<file path="config.mk">
export PLATFORM = sky130hd
export DESIGN_NAME = nce_execute
export DESIGN_NICKNAME = d
export VERILOG_FILES = /design/src/design/nce_execute.v
export VERILOG_INCLUDE_DIRS = /design/src /design/src/design
export SDC_FILE = /design/constraint.sdc
export NUM_CORES = 2
export LEC_CHECK = 0
export ABC_CLOCK_PERIOD_IN_PS = 29800
export BUFFER_PORTS_ARGS = -buffer_cell sky130_fd_sc_hd__buf_2
export CAP_MARGIN = 20
export CORE_MARGIN = 2
export CORE_UTILIZATION = 40
export DETAILED_ROUTE_END_ITERATION = 10
export PLACE_DENSITY = 0.67
export RECOVER_POWER = 25
export SLEW_MARGIN = 20
export SYNTH_ARGS = -nofsm -noshare
export SYNTH_HDL_FRONTEND = slang
export SYNTH_SLANG_ARGS = --single-unit
</file>
<file path="constraint.sdc">
create_clock -name sys_clk -period 29.8 [get_ports sys_clk]
set_clock_uncertainty 0.2 [all_clocks]
set_input_delay 5.96 -clock sys_clk [delete_from_list [all_inputs] [get_ports sys_clk]]
set_output_delay 5.96 -clock sys_clk [all_outputs]
set_load 0.01 [all_outputs]
</file>
<file path="src/design/nce_defs.vh">
// Constants for the nibble core execute unit: operation codes, flag bits, reset values, stack depth.
// Assumes an external decoder presents one decoded operation per cycle.
`ifndef NCE_DEFS_VH
`define NCE_DEFS_VH
`define NCE_OP_NOP 6'h00
`define NCE_OP_ADD 6'h01
`define NCE_OP_SUB 6'h02
`define NCE_OP_ROR 6'h03
`define NCE_OP_ALE 6'h04
`define NCE_OP_ANE 6'h05
`define NCE_OP_MLE 6'h06
`define NCE_OP_MNE 6'h07
`define NCE_OP_YNE 6'h08
`define NCE_OP_XNE 6'h09
`define NCE_OP_MBSET 6'h0A
`define NCE_OP_MBCLR 6'h0B
`define NCE_OP_TBIT 6'h0C
`define NCE_OP_PSET 6'h0D
`define NCE_OP_PCLR 6'h0E
`define NCE_OP_PTST 6'h0F
`define NCE_OP_CYCLR 6'h10
`define NCE_OP_CYSET 6'h11
`define NCE_OP_CYTST 6'h12
`define NCE_OP_LDMEM 6'h13
`define NCE_OP_SWAP 6'h14
`define NCE_OP_LDWI 6'h15
`define NCE_OP_PLDI 6'h16
`define NCE_OP_PFRA 6'h17
`define NCE_OP_AFRP 6'h18
`define NCE_OP_BRA 6'h19
`define NCE_OP_BRI 6'h1A
`define NCE_OP_CALA 6'h1B
`define NCE_OP_CALI 6'h1C
`define NCE_OP_RETN 6'h1D
`define NCE_OP_IRET 6'h1E
`define NCE_OP_IEN 6'h1F
`define NCE_OP_IDIS 6'h20
`define NCE_OP_XEN 6'h21
`define NCE_OP_XDIS 6'h22
`define NCE_OP_NEG 6'h23
`define NCE_OP_LDA 6'h24
`define NCE_OP_WDCLR 6'h25
// Target selectors for arithmetic
`define NCE_TG_ACC 3'h0
`define NCE_TG_MEM 3'h1
`define NCE_TG_ABN 3'h2
`define NCE_TG_DBN 3'h3
`define NCE_TG_X 3'h4
`define NCE_TG_Y 3'h5
// Operand selectors
`define NCE_SRC_IMM 2'h0
`define NCE_SRC_ACC 2'h1
`define NCE_SRC_Y 2'h2
`define NCE_SRC_MEM 2'h3
// Flag register bit positions
`define NCE_FL_S 0
`define NCE_FL_C 1
`define NCE_FL_D 2
`define NCE_FL_I 3
`define NCE_FLAGS_RST 4'h1
`define NCE_STKPTR_RST 3'h7
`define NCE_FSP_RST 3'h7
`define NCE_STK_DEPTH 8
`endif

</file>
<file path="src/design/nce_execute.v">
// Execute unit of a 4-bit microcontroller core: ALU, flags, index addressing,
// data RAM, peripheral nibbles, address stack and table read.
// Assumes a decoder outside presents opValid/opCode/operands, and a program ROM
// answers romWord one cycle after romAddr is issued.
`include "nce_defs.vh"

module nce_execute (
    sys_clk,
    reset,
    opValid,
    opCode,
    opTarget,
    opSource,
    opImm,
    opSel,
    opDirect,
    opAbs,
    romWord,
    busy_ff,
    acc_ff,
    xIdx_ff,
    yIdx_ff,
    flags_ff,
    pc_ff,
    romPage_ff,
    romAddr_ff,
    addrBuf_ff,
    dataBuf_ff,
    stackPtr_ff,
    flagStackPtr_ff,
    wdClear_ff
);
    input wire sys_clk;
    input wire reset;
    input wire opValid;
    input wire [5:0] opCode;
    input wire [2:0] opTarget;
    input wire [1:0] opSource;
    input wire [3:0] opImm;
    input wire [1:0] opSel;
    input wire [7:0] opDirect;
    input wire [13:0] opAbs;
    input wire [15:0] romWord;
    output reg busy_ff;
    output reg [3:0] acc_ff;
    output reg [3:0] xIdx_ff;
    output reg [3:0] yIdx_ff;
    output reg [3:0] flags_ff;
    output reg [13:0] pc_ff;
    output reg romPage_ff;
    output reg [14:0] romAddr_ff;
    output reg [14:0] addrBuf_ff;
    output reg [15:0] dataBuf_ff;
    output reg [2:0] stackPtr_ff;
    output reg [2:0] flagStackPtr_ff;
    output reg wdClear_ff;

    localparam ST_RUN = 2'b01;
    localparam ST_TBL = 2'b10;

    reg [1:0] state_ff;
    reg [3:0] dataMem [0:255];
    reg [3:0] periph [0:63];
    reg [14:0] addrStack [0:`NCE_STK_DEPTH-1];
    reg [3:0] flagStack [0:`NCE_STK_DEPTH-1];
    integer i;

    function [3:0] getNib;
        input [15:0] word;
        input [1:0] sel;
        begin
            getNib = word[sel*4 +: 4];
        end
    endfunction

    // Adds or subtracts with carry in; result carries the carry/borrow in bit 4
    function [4:0] addSub;
        input isSub;
        input [3:0] a;
        input [3:0] b;
        input cin;
        begin
            if (isSub)
                addSub = {1'b0, a} - {1'b0, b} - {4'h0, cin};
            else
                addSub = {1'b0, a} + {1'b0, b} + {4'h0, cin};
        end
    endfunction

    wire carry = flags_ff[`NCE_FL_C];
    wire status = flags_ff[`NCE_FL_S];
    wire [7:0] memAddr = flags_ff[`NCE_FL_D] ? (opDirect + {4'h0, xIdx_ff} + {4'h0, yIdx_ff})
                                             : opDirect;
    wire [3:0] memVal = dataMem[memAddr];
    wire [5:0] perAddr = opDirect[5:0];
    wire [3:0] perVal = periph[perAddr];
    wire [15:0] abWide = {1'b0, addrBuf_ff};

    reg [3:0] tgtVal;
    reg [3:0] srcVal;
    reg [4:0] arith;
    always @*
    begin
        case (opTarget)
            `NCE_TG_MEM: tgtVal = memVal;
            `NCE_TG_ABN: tgtVal = getNib(abWide, opSel);
            `NCE_TG_DBN: tgtVal = getNib(dataBuf_ff, opSel);
            `NCE_TG_X: tgtVal = xIdx_ff;
            `NCE_TG_Y: tgtVal = yIdx_ff;
            default: tgtVal = acc_ff;
        endcase
        case (opSource)
            `NCE_SRC_ACC: srcVal = acc_ff;
            `NCE_SRC_Y: srcVal = yIdx_ff;
            `NCE_SRC_MEM: srcVal = memVal;
            default: srcVal = opImm;
        endcase
        arith = addSub(opCode == `NCE_OP_SUB, tgtVal, srcVal, carry);
    end

    wire [3:0] arithRes = arith[3:0];
    wire arithCy = arith[4];
    wire [3:0] bitMask = 4'h1 << opSel;
    wire [3:0] cmplRes = ~acc_ff + 4'h1;
    wire [14:0] pushVal = {romPage_ff, pc_ff};
    wire [2:0] spDec = stackPtr_ff - 3'h1;
    wire [2:0] spInc = stackPtr_ff + 3'h1;
    wire [2:0] fspInc = flagStackPtr_ff + 3'h1;

    always @(posedge sys_clk)
    begin
        if (reset)
        begin
            state_ff <= ST_RUN;
            busy_ff <= 1'b0;
            acc_ff <= 4'h0;
            xIdx_ff <= 4'h0;
            yIdx_ff <= 4'h0;
            flags_ff <= `NCE_FLAGS_RST;
            pc_ff <= 14'h0000;
            romPage_ff <= 1'b0;
            romAddr_ff <= 15'h0000;
            addrBuf_ff <= 15'h0000;
            dataBuf_ff <= 16'h0000;
            stackPtr_ff <= `NCE_STKPTR_RST;
            flagStackPtr_ff <= `NCE_FSP_RST;
            wdClear_ff <= 1'b0;
        end
        else
        begin
            wdClear_ff <= 1'b0;
            romAddr_ff <= {romPage_ff, pc_ff};
            case (state_ff)
                ST_TBL:
                begin
                    // Second cycle: capture word, restore counter, pop
                    dataBuf_ff <= romWord;
                    romPage_ff <= addrStack[stackPtr_ff][14];
                    pc_ff <= addrStack[stackPtr_ff][13:0];
                    stackPtr_ff <= spInc;
                    busy_ff <= 1'b0;
                    state_ff <= ST_RUN;
                end
                ST_RUN:
                begin
                    if (opValid)
                    begin
                        case (opCode)
                            `NCE_OP_ADD, `NCE_OP_SUB:
                            begin
                                flags_ff[`NCE_FL_C] <= arithCy;
                                flags_ff[`NCE_FL_S] <= (opCode == `NCE_OP_ADD) ? arithCy
                                                                                 : ~arithCy;
                                case (opTarget)
                                    `NCE_TG_ABN:
                                    begin
                                        if (opSel == 2'h3)
                                            addrBuf_ff[14:12] <= arithRes[2:0];
                                        else
                                            addrBuf_ff[opSel*4 +: 4] <= arithRes;
                                    end
                                    `NCE_TG_DBN: dataBuf_ff[opSel*4 +: 4] <= arithRes;
                                    `NCE_TG_X: xIdx_ff <= arithRes;
                                    `NCE_TG_Y: yIdx_ff <= arithRes;
                                    default: acc_ff <= arithRes;
                                endcase
                            end
                            `NCE_OP_ROR:
                            begin
                                acc_ff <= {carry, acc_ff[3:1]};
                                flags_ff[`NCE_FL_C] <= acc_ff[0];
                                flags_ff[`NCE_FL_S] <= 1'b1;
                            end
                            `NCE_OP_ALE: flags_ff[`NCE_FL_S] <= (acc_ff <= srcVal);
                            `NCE_OP_ANE: flags_ff[`NCE_FL_S] <= (acc_ff != srcVal);
                            `NCE_OP_MLE: flags_ff[`NCE_FL_S] <= (memVal <= opImm);
                            `NCE_OP_MNE: flags_ff[`NCE_FL_S] <= (memVal != opImm);
                            `NCE_OP_YNE: flags_ff[`NCE_FL_S] <= (yIdx_ff != srcVal);
                            `NCE_OP_XNE: flags_ff[`NCE_FL_S] <= (xIdx_ff != opImm);
                            `NCE_OP_MBSET, `NCE_OP_MBCLR: flags_ff[`NCE_FL_S] <= 1'b1;
                            `NCE_OP_TBIT: flags_ff[`NCE_FL_S] <= |(memVal & bitMask);
                            `NCE_OP_PTST: flags_ff[`NCE_FL_S] <= |(perVal & bitMask);
                            `NCE_OP_CYCLR:
                            begin
                                flags_ff[`NCE_FL_C] <= 1'b0;
                                flags_ff[`NCE_FL_S] <= 1'b1;
                            end
                            `NCE_OP_CYSET:
                            begin
                                flags_ff[`NCE_FL_C] <= 1'b1;
                                flags_ff[`NCE_FL_S] <= 1'b1;
                            end
                            `NCE_OP_CYTST: flags_ff[`NCE_FL_S] <= carry;
                            `NCE_OP_SWAP:
                            begin
                                acc_ff <= memVal;
                                flags_ff[`NCE_FL_S] <= 1'b1;
                            end
                            `NCE_OP_LDA:
                            begin
                                acc_ff <= srcVal;
                                flags_ff[`NCE_FL_S] <= 1'b1;
                            end
                            `NCE_OP_AFRP:
                            begin
                                acc_ff <= perVal;
                                flags_ff[`NCE_FL_S] <= 1'b1;
                            end
                            `NCE_OP_LDWI:
                            begin
                                // First cycle: push, jump to buffer address
                                addrStack[spDec] <= pushVal;
                                stackPtr_ff <= spDec;
                                romPage_ff <= addrBuf_ff[14];
                                pc_ff <= addrBuf_ff[13:0];
                                romAddr_ff <= addrBuf_ff;
                                busy_ff <= 1'b1;
                                state_ff <= ST_TBL;
                                flags_ff[`NCE_FL_S] <= 1'b1;
                            end
                            `NCE_OP_BRA:
                            begin
                                if (status)
                                    pc_ff <= opAbs;
                                flags_ff[`NCE_FL_S] <= 1'b1;
                            end
                            `NCE_OP_BRI:
                            begin
                                if (status)
                                begin
                                    romPage_ff <= addrBuf_ff[14];
                                    pc_ff <= addrBuf_ff[13:0];
                                end
                                flags_ff[`NCE_FL_S] <= 1'b1;
                            end
                            `NCE_OP_CALA, `NCE_OP_CALI:
                            begin
                                if (status)
                                begin
                                    addrStack[spDec] <= pushVal;
                                    stackPtr_ff <= spDec;
                                    if (opCode == `NCE_OP_CALA)
                                        pc_ff <= opAbs;
                                    else
                                    begin
                                        romPage_ff <= addrBuf_ff[14];
                                        pc_ff <= addrBuf_ff[13:0];
                                    end
                                end
                                flags_ff[`NCE_FL_S] <= 1'b1;
                            end
                            `NCE_OP_RETN:
                            begin
                                romPage_ff <= addrStack[stackPtr_ff][14];
                                pc_ff <= addrStack[stackPtr_ff][13:0];
                                stackPtr_ff <= spInc;
                                flags_ff[`NCE_FL_S] <= 1'b1;
                            end
                            `NCE_OP_IRET:
                            begin
                                flagStackPtr_ff <= fspInc;
                                flags_ff <= flagStack[fspInc];
                                romPage_ff <= addrStack[stackPtr_ff][14];
                                pc_ff <= addrStack[stackPtr_ff][13:0];
                                stackPtr_ff <= spInc;
                            end
                            `NCE_OP_IEN: flags_ff <= flags_ff | (4'h1 << `NCE_FL_I);
                            `NCE_OP_IDIS: flags_ff <= flags_ff & ~(4'h1 << `NCE_FL_I);
                            `NCE_OP_XEN: flags_ff <= flags_ff | (4'h1 << `NCE_FL_D);
                            `NCE_OP_XDIS: flags_ff <= flags_ff & ~(4'h1 << `NCE_FL_D);
                            `NCE_OP_NEG:
                            begin
                                acc_ff <= cmplRes;
                                flags_ff[`NCE_FL_S] <= (cmplRes == 4'h0);
                            end
                            `NCE_OP_WDCLR:
                            begin
                                wdClear_ff <= 1'b1;
                                flags_ff[`NCE_FL_S] <= 1'b1;
                            end
                            default: flags_ff[`NCE_FL_S] <= 1'b1;
                        endcase
                    end
                end
                default: state_ff <= ST_RUN;
            endcase
        end
    end

    // Data RAM and peripheral nibble writes
    always @(posedge sys_clk)
    begin
        if (reset)
        begin
            for (i = 0; i < 64; i = i + 1)
                periph[i] <= 4'h0;
            // Flag stack holds reset flags; nothing in this unit writes it after reset
            for (i = 0; i < `NCE_STK_DEPTH; i = i + 1)
                flagStack[i] <= `NCE_FLAGS_RST;
        end
        else if (opValid && state_ff == ST_RUN)
        begin
            case (opCode)
                `NCE_OP_MBSET: dataMem[memAddr] <= memVal | bitMask;
                `NCE_OP_MBCLR: dataMem[memAddr] <= memVal & ~bitMask;
                `NCE_OP_LDMEM: dataMem[memAddr] <= srcVal;
                `NCE_OP_SWAP: dataMem[memAddr] <= acc_ff;
                `NCE_OP_PSET: periph[perAddr] <= perVal | bitMask;
                `NCE_OP_PCLR: periph[perAddr] <= perVal & ~bitMask;
                `NCE_OP_PLDI: periph[perAddr] <= opImm;
                `NCE_OP_PFRA: periph[perAddr] <= acc_ff;
                default: periph[perAddr] <= perVal;
            endcase
        end
    end

endmodule // nce_execute

</file>
==> out/qor.yml <==
status: "finished with violations"
violations: "max-capacitance violations, max-slew violations"
num-fill-cells: 14048
min_delay_path_depth: 2
clk_latency_ns: 0.79
synth_edf_count: 1400
synth.avg_cell_area_sq_um: 13.4
drv_cap: 18
slew_violations: 556
clock-sinks: 1490
p_leak_nw: 22.1
ctsHoldBuffers: 0
die_x_microns: 404
cp.arrival_ns: 14.95
peakVddDrop_mv: 0.0622
p_int_mw: 3.41
die_area_sq_mm: 0.164
ys_async_sr_fraction: 0
final-setup-viol-count: 0
place_ws_ns: 14.64
fmax_mhz: 68.0
worstSetupPathType: "in2reg"
power_frac_comb: 0.080
hold_start: "busy_ff$_SDFFE_PP0P_"
whs_ns: 0.293
hp-class: "reg2reg"
routed_via_density: 6.32
ys_seq_area_frac: 0.683
setup_ws_ns: 15.10
r2r-start: "flags_ff[2]$_SDFFE_PP0P_"
path_buf_inv: 11
die_h_microns: 404
period_share: 0.493
start_util: 0.404
worstSetupStartpointType: "input port"
grt_setup_unrepaired: "false"
yosysTopAreaCellShare: 0.655
relSlewSlack: -1.75
num_vias: 43994
cp_slowest_stage_delay_ns: 0.85
drtAntennaViolNets: 0
grt_pass1_wl_microns: 283000
r2r_cells: 15
avgRoutedWirePerCell_microns: 27.8
first_pass_iters: 6
ys_warn_count: 0
min_to: "busy_ff$_SDFFE_PP0P_"
port_buffers: 142
synth_area_sq_mm: 0.0642
power_density_mw_per_mm2: 62.9
yosys-top-cells-area: "edfxtp_1, a21oi_1, mux4_2"
syn2layout_area_growth_pct: 11.0
finalHoldViolations: 0
grt_max_degree: 222
grt_use_total: 0.231
fin_nets: 4862
cts_tree: "done"
routed_wl_microns: 194000
grt_overflow: 0
worstPathRequired_ns: 30.04
critPathMaxFanout: 97
period_minus_slack_ns: 14.70
p_clk_frac: 0.394
worst_path_most_repeated_cell: "buf_4"
synth_cell_types: 80
hpwl_microns: 112000
clockBufferDepth: 3
p_switching_mw: 1.07
drt_first_iter_violations: 6296
h-tree-depth: 4
antenna_found_initial: 11
worst_pin_slew_ns: 4.13
post_cts_resized: 0
postSynthCellCount: 4782
p_sw_frac: 0.239
r2r-end: "dataMem[249][1]$_DFFE_PP_"
pwr-share-seq: 0.526
core_sq_mm: 0.159
cp-end-kind: "flip-flop"
synthFlopType: "edfxtp_1"
drive_gt1_frac: 0.118
syn_nets: 4880
synth_seq_cells: 1490
cts_buffers: 145
cts_root_buf: "clkbuf_16"
io_pins: 143
grt_pass1_vias: 42555
cts_setup_buffers: 0
rrSetupSlack_ns: 20.12
fin_setup_tns_ns: 0
critPathSlowestCell: "buf_4"
final_util: 0.448
rows: 146
remaining_drc_errors: 0
gp_congestion: 0.894
cp_cell_sequence: "buf_2, buf_4, inv_1, buf_4, fa_1, inv_1, ha_1, nand3b_1, buf_4, buf_12, a21oi_1, nor4_1, o22ai_1, o21ai_0, a41oi_1, a2111oi_4, mux4_2, inv_1, o221ai_4, buf_4, buf_4, buf_4"
cts.clk_slew.worst_paths_ns: 0.06
cp_top_family: "buffers and inverters"
synth_largest_area_cell: "edfxtp_1"
sequential cells by signal, indices dropped and copies added, names as in the netlist, named ones only:
| name | cells |
|---|---|
| busy_ff | 1 |
| acc_ff | 4 |
| addrBuf_ff | 15 |
| yIdx_ff | 4 |
| wdClear_ff | 1 |
| romPage_ff | 1 |
| xIdx_ff | 4 |
| stackPtr_ff | 3 |
| pc_ff | 14 |
| addrStack | 120 |
| flagStackPtr_ff | 3 |
| flags_ff | 4 |
| romAddr_ff | 15 |
| dataMem | 1024 |
| dataBuf_ff | 16 |
| periph | 256 |
| state_ff | 2 |
metrics by stage:
step	area (sq um)	instances	total power, mW
CTS	71400	6952	4.49
global route	71200	6953	4.60
global placement	66900	6689	2.75
floorplan	64200	4782	2.64
finish	71200	6959	4.48
detailed placement	66900	6689	2.75
how the worst max path moves through the flow:
stage / start / endpoint / slack [ns] / cells after the start
finish: opDirect[1] / dataMem[249][1]$_DFFE_PP_ / 15.10 / 22
global route: opDirect[1] / dataMem[251][1]$_DFFE_PP_ / 14.81 / 22
CTS: opDirect[1] / dataMem[248][1]$_DFFE_PP_ / 15.43 / 22
detailed placement: opDirect[1] / dataMem[248][1]$_DFFE_PP_ / 14.64 / 22
global placement: opDirect[1] / dataMem[248][1]$_DFFE_PP_ / 14.83 / 22
floorplan: opDirect[1] / dataMem[0][2]$_DFFE_PP_ / 10.18 / 22
cell usage after synthesis (23+ instances only):
library cell  count
o22ai_1         117
mux4_2          132
buf_2           115
a21oi_1         691
clkbuf_1        259
edfxtp_1       1400
buf_1            33
dfxtp_1          90
o21bai_1         50
nand3_1          24
mux2i_1          58
o211ai_1         25
a211oi_1         23
ha_1             32
nand2_1         169
nor3_1          241
a221oi_1         34
nor4_1          144
nand2b_1         36
o21ai_0         155
nor2_1          471
a22oi_1          92
inv_1            42
cells in the final DEF, fill, tap and decap left out, types with 22 or more instances in the layout:
master / n
clkinv_1: 33
a211oi_1: 23
clkbuf_16: 150
nand2_1: 165
a21oi_1: 689
o21bai_1: 50
a221oi_1: 34
nand4_1: 22
nor4_1: 143
o22ai_1: 116
clkinv_2: 22
mux4_2: 132
nand2b_1: 35
nand3_1: 24
inv_1: 42
a22oi_1: 92
buf_2: 60
o211ai_1: 25
ha_1: 32
nor3_1: 238
nor2_1: 471
dfxtp_1: 88
mux2i_1: 57
clkbuf_1: 138
o21ai_0: 155
nor2b_1: 22
edfxtp_1: 1400
buf_4: 80
power groups by stage:
stage	Combinational (mW)	Clock [mW]	Sequential (mW)
floorplan	0.212	0	2.43
global placement	0.345	0	2.40
detailed placement	0.351	0	2.40
CTS	0.352	1.78	2.36
global route	0.378	1.86	2.36
finish	0.358	1.76	2.36
cell type report:
class | count | area [sq um] | share of cell area
sequential | 1490 | 43800 | 0.616
antenna | 7 | 17.5 | 0.000246
tap | 2072 | 2590 | 0.0364
clock buffer | 187 | 3920 | 0.0551
timing repair buffer | 256 | 1530 | 0.0215
clock inverter | 76 | 562 | 0.00789
multi-input combinational | 2828 | 18600 | 0.261
inverter | 43 | 161 | 0.00227
logic make-up (layout without fill, tap and decap cells):
group / after synthesis / count (layout) / synth area share
compound gates: 1353 / 1353 / 0.127
xor+xnor: 29 / 29 / 0.00396
fa+ha+maj: 40 / 40 / 0.00874
buf+inv: 464 / 562 / 0.0305
flops: 1490 / 1490 / 0.683
mux: 209 / 209 / 0.0589
other cells: 0 / 7 / 0
simple gates: 1197 / 1197 / 0.0876
tightest hold or removal path, stage by stage (launching register included):
cell and delay [ns]:
dfxtp_1 0.32, nand3b_1 0.08, nand2_1 0.05
layer usage:
layer,part of all wire,wire length [microns],GRT usage,up-vias
li1,-,-,-,18639
met2,0.46,88600,0.358,3013
met1,0.38,73200,0.311,21770
met3,0.12,23700,0.0586,560
met5,0.00049,95,0,-
met4,0.041,8000,0.0926,12
Power figures use the tool's default switching activity.
